File: src/rtl/tdcd_pkg.sv
package tdcd_pkg;

    // ====================================================
    // Descriptor control word layout
    localparam int unsigned TDCD_DONE_IRQ_BIT = 31;
    localparam int unsigned TDCD_LAST_SEG_BIT = 30;
    localparam int unsigned TDCD_FIRST_SEG_BIT = 29;
    localparam int unsigned TDCD_FILTER_HIGH_BIT = 28;
    localparam int unsigned TDCD_SETUP_BIT = 27;
    localparam int unsigned TDCD_CRC_INHIBIT_BIT = 26;
    localparam int unsigned TDCD_RING_WRAP_BIT = 25;
    localparam int unsigned TDCD_CHAIN_BIT = 24;
    localparam int unsigned TDCD_PAD_INHIBIT_BIT = 23;
    localparam int unsigned TDCD_FILTER_LOW_BIT = 22;
    localparam int unsigned TDCD_BUF2_LSB = 11;
    localparam int unsigned TDCD_BUF1_LSB = 0;
    localparam int unsigned TDCD_BUF_W = 11;

    // ====================================================
    // Filter type encodings
    localparam logic [1:0] TDCD_FILT_PERFECT16 = 2'h0;
    localparam logic [1:0] TDCD_FILT_HASH_ONE = 2'h1;
    localparam logic [1:0] TDCD_FILT_INVERSE = 2'h2;
    localparam logic [1:0] TDCD_FILT_HASH_ONLY = 2'h3;

    // ====================================================
    // Register map, byte addresses
    localparam int unsigned TDCD_ADDR_W = 8;
    localparam logic [7:0] TDCD_OFS_CTRL = 8'h00;
    localparam logic [7:0] TDCD_OFS_STATUS = 8'h04;
    localparam logic [7:0] TDCD_OFS_LAST_WORD = 8'h08;
    localparam logic [7:0] TDCD_OFS_COUNT = 8'h0C;
    localparam int unsigned TDCD_CTRL_PAUSE_BIT = 0;
    localparam int unsigned TDCD_STAT_TX_DONE_BIT = 0;
    localparam int unsigned TDCD_STAT_ARMED_BIT = 1;
    localparam int unsigned TDCD_STAT_IN_FRAME_BIT = 2;
    localparam int unsigned TDCD_COUNT_W = 16;
    localparam logic [1:0] TDCD_RESP_OKAY = 2'h0;
    localparam logic [1:0] TDCD_RESP_SLVERR = 2'h2;

    // ====================================================
    // Types
    typedef enum logic [0:0] {
        TDCD_IDLE,
        TDCD_IN_FRAME
    } tdcd_frame_e;

    typedef struct packed {
        logic frame_start;
        logic frame_end;
        logic setup_frame;
        logic filter_valid;
        logic [1:0] filter_mode;
        logic crc_append;
        logic pad_short;
        logic crc_short;
        logic next_from_base;
        logic next_from_addr2;
        logic buf1_used;
        logic [10:0] buf1_len;
        logic buf2_used;
        logic [10:0] buf2_len;
        logic done_irq_armed;
    } tdcd_decode_s;

    typedef struct packed {
        logic dec_valid;
        tdcd_decode_s dec;
        tdcd_frame_e frame;
        logic crc_inhibit;
        logic pad_inhibit;
        logic irq_pending;
        logic tx_done;
        logic pause;
        logic [31:0] last_word;
        logic [15:0] count;
        logic awready;
        logic wready;
        logic aw_have;
        logic w_have;
        logic [7:0] awaddr;
        logic [31:0] wdata;
        logic [3:0] wstrb;
        logic bvalid;
        logic [1:0] bresp;
        logic arready;
        logic rvalid;
        logic [1:0] rresp;
        logic [31:0] rdata;
    } tdcd_state_s;

endpackage

File: src/rtl/tdcd_decode.sv
// Function
// - Done request sets sticky transmit-done status once the frame has gone out.
// - Done request honoured only with last segment or setup frame.
// - Last segment flag ends the current frame.
// - First segment flag starts a new frame.
// - Filter codes: perfect 16, hash plus one, inverse, hash-only 512-bit.
// - Filter type only meaningful when setup frame flag is set.
// - Setup frame flag marks the buffer as setup data.
// - CRC inhibit suppresses the appended check sequence.
// - CRC inhibit sampled only from first segment descriptors.
// - Ring wrap sends the next fetch to the list base.
// - Chain flag makes second address the next descriptor.
// - Ring wrap beats chaining when both are set.
// - Pad inhibit stops padding of short frames.
// - Pad enabled forces padding and CRC on short frames.
// - Buffer 2 count in bits 21:11; zero skips it.
// - Buffer 2 count ignored while chaining.
// - Buffer 1 count zero skips to buffer 2.
//
// Design decisions made here: the register offsets and register access over AXI4-Lite.
`timescale 1ns/1ps
module tdcd_decode
    import tdcd_pkg::*;
(
    // Clock and reset
    input wire logic clk_i,
    input wire logic reset_i,
    input wire logic ce_i,
    // AXI4-Lite slave
    input wire logic s_axi_awvalid_i,
    output logic s_axi_awready_o,
    input wire logic [7:0] s_axi_awaddr_i,
    input wire logic s_axi_wvalid_i,
    output logic s_axi_wready_o,
    input wire logic [31:0] s_axi_wdata_i,
    input wire logic [3:0] s_axi_wstrb_i,
    output logic s_axi_bvalid_o,
    input wire logic s_axi_bready_i,
    output logic [1:0] s_axi_bresp_o,
    input wire logic s_axi_arvalid_i,
    output logic s_axi_arready_o,
    input wire logic [7:0] s_axi_araddr_i,
    output logic s_axi_rvalid_o,
    input wire logic s_axi_rready_i,
    output logic [31:0] s_axi_rdata_o,
    output logic [1:0] s_axi_rresp_o,
    // Descriptor fetch path
    input wire logic desc_valid_i,
    input wire logic [31:0] tx_descriptor_control_word_i,
    output logic desc_ready_o,
    // Transmitter side
    input wire logic tx_frame_done_i,
    output logic decode_valid_o,
    output tdcd_decode_s decode_o,
    output logic tx_done_status_o
);

    // ====================================================
    // State
    tdcd_state_s s_q;
    tdcd_state_s s_d;
    logic [31:0] w;
    logic accept;
    logic first_seg_flag;
    logic last_segment_flag;
    logic setup_flag;
    logic done_irq_request;
    logic ring_wrap_flag;
    logic chain_next_flag;
    logic crc_inhibit_eff;
    logic pad_inhibit_eff;
    logic [10:0] buf1_len;
    logic [10:0] buf2_len;
    logic buf1_used;
    logic buf2_used;
    logic [31:0] rd_mux;
    logic [1:0] rd_resp;
    logic wr_ok;

    assign w = tx_descriptor_control_word_i;
    // Software owns the word until the fetch path presents it
    // Word taken whole
    assign accept = desc_valid_i && !s_q.pause;
    assign last_segment_flag = w[TDCD_LAST_SEG_BIT];
    assign first_seg_flag = w[TDCD_FIRST_SEG_BIT];
    assign setup_flag = w[TDCD_SETUP_BIT];
    assign done_irq_request = w[TDCD_DONE_IRQ_BIT];
    assign ring_wrap_flag = w[TDCD_RING_WRAP_BIT];
    assign chain_next_flag = w[TDCD_CHAIN_BIT];

    // ====================================================
    // Buffer counts
    // Buffer 1 skip
    tdcd_buf_size #(
        .W(TDCD_BUF_W)
    ) u_buf1 (
        .count_i(w[TDCD_BUF1_LSB +: TDCD_BUF_W]),
        .ignore_i(1'b0),
        .len_o(buf1_len),
        .used_o(buf1_used)
    );

    tdcd_buf_size #(
        .W(TDCD_BUF_W)
    ) u_buf2 (
        .count_i(w[TDCD_BUF2_LSB +: TDCD_BUF_W]),
        .ignore_i(chain_next_flag),
        .len_o(buf2_len),
        .used_o(buf2_used)
    );

    // ====================================================
    // Frame-level options
    // First segment only
    // Later segments reuse what the first one carried
    assign crc_inhibit_eff = first_seg_flag ? w[TDCD_CRC_INHIBIT_BIT] : s_q.crc_inhibit;
    assign pad_inhibit_eff = first_seg_flag ? w[TDCD_PAD_INHIBIT_BIT] : s_q.pad_inhibit;

    // ====================================================
    // Register read mux
    always_comb begin
        rd_mux = 32'h0000_0000;
        rd_resp = TDCD_RESP_OKAY;
        case (s_axi_araddr_i)
            TDCD_OFS_CTRL: begin
                rd_mux[TDCD_CTRL_PAUSE_BIT] = s_q.pause;
            end
            TDCD_OFS_STATUS: begin
                rd_mux[TDCD_STAT_TX_DONE_BIT] = s_q.tx_done;
                rd_mux[TDCD_STAT_ARMED_BIT] = s_q.irq_pending;
                rd_mux[TDCD_STAT_IN_FRAME_BIT] = (s_q.frame == TDCD_IN_FRAME);
            end
            TDCD_OFS_LAST_WORD: begin
                rd_mux = s_q.last_word;
            end
            TDCD_OFS_COUNT: begin
                rd_mux[TDCD_COUNT_W-1:0] = s_q.count;
            end
            default: begin
                rd_resp = TDCD_RESP_SLVERR;
            end
        endcase
    end

    assign wr_ok = (s_q.awaddr == TDCD_OFS_CTRL) || (s_q.awaddr == TDCD_OFS_STATUS)
        || (s_q.awaddr == TDCD_OFS_LAST_WORD) || (s_q.awaddr == TDCD_OFS_COUNT);

    // ====================================================
    // Next state
    always_comb begin
        s_d = s_q;
        s_d.dec_valid = 1'b0;

        // Write address and data taken in either order
        if (s_axi_awvalid_i && s_q.awready) begin
            s_d.aw_have = 1'b1;
            s_d.awaddr = s_axi_awaddr_i;
        end
        if (s_axi_wvalid_i && s_q.wready) begin
            s_d.w_have = 1'b1;
            s_d.wdata = s_axi_wdata_i;
            s_d.wstrb = s_axi_wstrb_i;
        end
        if (s_q.bvalid && s_axi_bready_i) begin
            s_d.bvalid = 1'b0;
        end
        if (s_q.aw_have && s_q.w_have && !s_q.bvalid) begin
            s_d.aw_have = 1'b0;
            s_d.w_have = 1'b0;
            s_d.bvalid = 1'b1;
            s_d.bresp = wr_ok ? TDCD_RESP_OKAY : TDCD_RESP_SLVERR;
            if (s_q.awaddr == TDCD_OFS_CTRL && s_q.wstrb[0]) begin
                s_d.pause = s_q.wdata[TDCD_CTRL_PAUSE_BIT];
            end
            // Write one to clear; a done event below still wins
            if (s_q.awaddr == TDCD_OFS_STATUS && s_q.wstrb[0] && s_q.wdata[TDCD_STAT_TX_DONE_BIT]) begin
                s_d.tx_done = 1'b0;
            end
        end
        s_d.awready = !s_d.aw_have && !s_d.bvalid;
        s_d.wready = !s_d.w_have && !s_d.bvalid;

        // Read channel
        if (s_q.rvalid && s_axi_rready_i) begin
            s_d.rvalid = 1'b0;
        end
        if (s_axi_arvalid_i && s_q.arready) begin
            s_d.rvalid = 1'b1;
            s_d.rdata = rd_mux;
            s_d.rresp = rd_resp;
        end
        s_d.arready = !s_d.rvalid;

        if (tx_frame_done_i && s_q.irq_pending) begin
            s_d.tx_done = 1'b1;
            s_d.irq_pending = 1'b0;
        end

        if (accept) begin
            s_d.dec_valid = 1'b1;
            s_d.last_word = w;
            s_d.count = s_q.count + 16'h0001;
            s_d.dec.frame_start = first_seg_flag;
            s_d.dec.frame_end = last_segment_flag;
            s_d.dec.setup_frame = setup_flag;
            if (first_seg_flag) begin
                s_d.frame = TDCD_IN_FRAME;
                s_d.crc_inhibit = w[TDCD_CRC_INHIBIT_BIT];
                s_d.pad_inhibit = w[TDCD_PAD_INHIBIT_BIT];
            end
            if (last_segment_flag) begin
                s_d.frame = TDCD_IDLE;
            end
            s_d.dec.filter_valid = setup_flag;
            s_d.dec.filter_mode = setup_flag ? {w[TDCD_FILTER_HIGH_BIT], w[TDCD_FILTER_LOW_BIT]} : TDCD_FILT_PERFECT16;
            s_d.dec.crc_append = !crc_inhibit_eff;
            s_d.dec.pad_short = !pad_inhibit_eff;
            s_d.dec.crc_short = !crc_inhibit_eff || !pad_inhibit_eff;
            s_d.dec.next_from_base = ring_wrap_flag;
            s_d.dec.next_from_addr2 = chain_next_flag && !ring_wrap_flag;
            s_d.dec.buf1_used = buf1_used;
            s_d.dec.buf1_len = buf1_len;
            s_d.dec.buf2_used = buf2_used;
            s_d.dec.buf2_len = buf2_len;
            s_d.dec.done_irq_armed = done_irq_request && (last_segment_flag || setup_flag);
            if (s_d.dec.done_irq_armed) begin
                s_d.irq_pending = 1'b1;
            end
        end
    end

    // ====================================================
    // Registers
    always_ff @(posedge clk_i) begin
        if (reset_i) begin
            s_q <= '0;
        end else if (ce_i) begin
            s_q <= s_d;
        end
    end

    assign s_axi_awready_o = s_q.awready;
    assign s_axi_wready_o = s_q.wready;
    assign s_axi_bvalid_o = s_q.bvalid;
    assign s_axi_bresp_o = s_q.bresp;
    assign s_axi_arready_o = s_q.arready;
    assign s_axi_rvalid_o = s_q.rvalid;
    assign s_axi_rdata_o = s_q.rdata;
    assign s_axi_rresp_o = s_q.rresp;
    // Pause is a flop, so ready is too
    assign desc_ready_o = !s_q.pause;
    assign decode_valid_o = s_q.dec_valid;
    assign decode_o = s_q.dec;
    assign tx_done_status_o = s_q.tx_done;
endmodule

File: src/rtl/tdcd_buf_size.sv
`timescale 1ns/1ps
module tdcd_buf_size
    import tdcd_pkg::*;
#(
    parameter int unsigned W = TDCD_BUF_W
) (
    // Count field
    input wire logic [W-1:0] count_i,
    input wire logic ignore_i,
    // Decoded buffer
    output logic [W-1:0] len_o,
    output logic used_o
);

    // A zero count means the buffer is skipped
    assign used_o = !ignore_i && (count_i != '0);
    assign len_o = used_o ? count_i : '0;

endmodule

File: config.mk
export PLATFORM = sky130hd
export DESIGN_NAME = tdcd_decode
export DESIGN_NICKNAME = d
export VERILOG_FILES = /design/src/rtl/tdcd_pkg.sv /design/src/rtl/tdcd_decode.sv /design/src/rtl/tdcd_buf_size.sv
export SDC_FILE = /design/constraint.sdc
export NUM_CORES = 1
export LEC_CHECK = 0
export BUFFER_PORTS_ARGS = -buffer_cell sky130_fd_sc_hd__buf_4
export CORE_MARGIN = 10
export CORE_UTILIZATION = 45
export CTS_BUF_LIST = sky130_fd_sc_hd__clkbuf_8 sky130_fd_sc_hd__clkbuf_16
export CTS_CLUSTER_DIAMETER = 60
export DETAILED_ROUTE_END_ITERATION = 8
export GPL_ROUTABILITY_DRIVEN = 0
export PLACE_DENSITY = 0.73
export SLEW_MARGIN = 20
export SYNTH_ARGS = -nofsm -noshare
export SYNTH_HDL_FRONTEND = slang
export SYNTH_SLANG_ARGS = --single-unit
File: constraint.sdc
create_clock -name clk_i -period 1.7 [get_ports clk_i]
set_clock_uncertainty 0.1 [all_clocks]
set_input_delay 0 -clock clk_i [delete_from_list [all_inputs] [get_ports clk_i]]
set_output_delay 0 -clock clk_i [all_outputs]
set_load 0.02 [all_outputs]
==> reports/metrics.cfg <==
[critical_path]
crit_slowest_cell=or4_1
start_kind=register
crit_path_end_kind=register
critPathArrivalTime_ns=1.88
cp.required_ns=1.94
cpPeakStageDelay_ns=0.54
setup.worst_path.class=reg -> reg
critPathMaxFanout=5
path_cells=and3b_2, nand4_1, or4_1, a21oi_1

[yosys]
post_synth.cell_area_avg_um2=8.583
yosysTopAreaCell=dfxtp_1
yosysSeqAreaShare=0.4805
synth_area_um2=5708
synth-edff-count=0
synthArstFlopShare=0
ys_types=49
ys_ff_latch=137
ys.flop_type=dfxtp_1
synth_warnings=0
synth_top_area_share=0.4805
yosysMostFrequentCell=dfxtp_1
ys_top_cells_by_count=dfxtp_1 (137), nand2_1 (132), a21oi_1 (90), buf_4 (72), nor2_1 (33)
synth_area_leaders=dfxtp_1 (48%), buf_4 (9.5%), nand2_1 (8.7%)
syn_inst=665

[drt]
drc=0
drt-total-wl_um=17060
dr_total_vias=5137
ant_nets=0
drtIter0Drc=341
drt_pass1_iterations=5
routed_via_density=5.263
wl_per_cell_um=17.48

[placement]
place_hpwl_um=10670
place_area_um2=6490
io_buffers=137

[timing]
fin_crit_sh=0.9680
setup_viol=0
slew-limit-headroom=0.4340
period_needed_ns=1.646
hold_viol_final=0
tightest_slew_ns=0.8489
fin_setup_tns_ns=0
max_freq_mhz=607.7
slew_viol_final=0

[pwr]
finalPower_w=0.008204
power_density_nw_per_um2=1053
ir_drop_v=0.0006095
cellLeakagePower_nw=3.167

[clocking]
clockRootBuffer=clkbuf_16
clkTransAtPathRegs_ns=0.06
cts_tree=yes
htree_levels=4
numCtsBuffers=17
clk_latency_ns=0.41
numClockSinks=137
clk_path_buf_depth=2

[global_route]
grt_pass1_vias=5233
grt_max_degree=80
grt_first_pass_wirelength_um=26840
grtUsageTotal=0.1878
antenna_found_initial=1
grt_overflow_total=0

[finish]
regArea_um2=2749
fin_nets=885
fill_cells=1042
multiInputGateArea_um2=2292
drive_gt1_frac=0.2677
area_growth_pct=36.43
final_cell_area_um2=7787
final_core_util=0.6222

[floorplanning]
design.core.area_um2=12520
io_pins=174
start_util=0.4560
die_y_um=132.6
die-area_um2=17590
placementRows=41
die_x_um=132.6

[worst_hold_path]
hp-class=in -> reg

[run_status]
run_status=complete, no violations

[job]
drv_cap=0

[cell usage in the layout (no fill, tap or decap), types with 11 or more instances in the layout]
master,Yosys,routed
buf_4,72,157
nand2_1,132,132
dfxtp_1,137,132
a21oi_1,90,90
dlygate4sd3_1,0,54
nor2_1,33,33
a22oi_1,20,20
clkbuf_16,0,18
and2_1,15,14
a221o_1,13,13
nand3b_1,12,12
nand3_1,14,11
[state kept, by name (all words and copies together), names as in the netlist]
name	count
decode_o	31
decode_valid_o	1
s_axi_arready_o	1
s_axi_awready_o	1
s_axi_bresp_o	1
s_axi_bvalid_o	1
s_axi_rdata_o	32
s_axi_rresp_o	1
s_axi_rvalid_o	1
s_axi_wready_o	1
s_q	65
tx_done_status_o	1
[power breakdown]
group          leakage [nW]  switching [W]  internal, W
registers              1.11      0.0000641      0.00330
clock network         0.327        0.00136      0.00277
logic                  1.73       0.000372     0.000337
[worst max-delay path, delay by kind of cell (launching register included)]
kind | cells | cell delay (ns)
DFF | 1 | 0.31
and+or+nand+nor | 3 | 1.02
AOI/OAI and AO/OA | 1 | 0.14
[cell type report]
type / instances / share of cell area
Antenna cell: 1 / 0.0003213
Clock buffer: 18 / 0.05639
Clock inverter: 14 / 0.02924
Inverter: 5 / 0.002410
Multi-Input combinational cell: 412 / 0.2943
Sequential cell: 137 / 0.3530
Tap cell: 172 / 0.02763
Timing Repair Buffer: 217 / 0.2367
[repair_timing]
item	CTS	global route
hold buffers	54	0
cloned	0	1
setup endpoints to repair	1	13
resized for setup	6	7
endpoints found under the hold margin	89	0
setup buffers	0	2
pin swaps	4	5
[path summary, 6_finish.rpt]
path,from,endpoint,slack (ns),depth (start not counted)
worst max-delay path,s_q[135],s_q[102],0.05,4
worst min-delay path,reset_i,s_axi_arready_o,0.08,3
worst max register to register,s_q[135],s_q[102],0.05,4
worst min register to register,decode_o[8],decode_o[8],0.35,2
[metal layers]
layer / GRT usage / part of all wire / wire length [um] / up-vias
met5: 0 / 0 / 0 / -
met4: 0.09841 / 0.036 / 614 / 0
met3: 0.05980 / 0.067 / 1137 / 45
met2: 0.3120 / 0.48 / 8257 / 196
met1: 0.2111 / 0.41 / 7050 / 2434
li1: - / - / - / 2462
[through the flow]
step                      hold slack (ns)  setup WS, ns  instances
after floorplan                 -0.003253       0.02650        666
after global placement             0.1117       0.06707        887
after detailed placement           0.1144       0.01186        887
after CTS                         0.06829       0.01588        972
after global routing              0.09803      -0.02297        976
final                             0.07517       0.05434        976
[cell families after synthesis]
kind of cell | after synthesis | synth area share
AOI/OAI and AO/OA | 146 | 0.1559
xor gates and xnor gates | 8 | 0.01228
adders and majority gates | 1 | 0.002192
buffers and inverters | 117 | 0.1265
DFF | 137 | 0.4805
muxes | 8 | 0.01666
other | 1 | 0.0006570
and+or+nand+nor | 247 | 0.2054
Power figures use the tool's default switching activity.
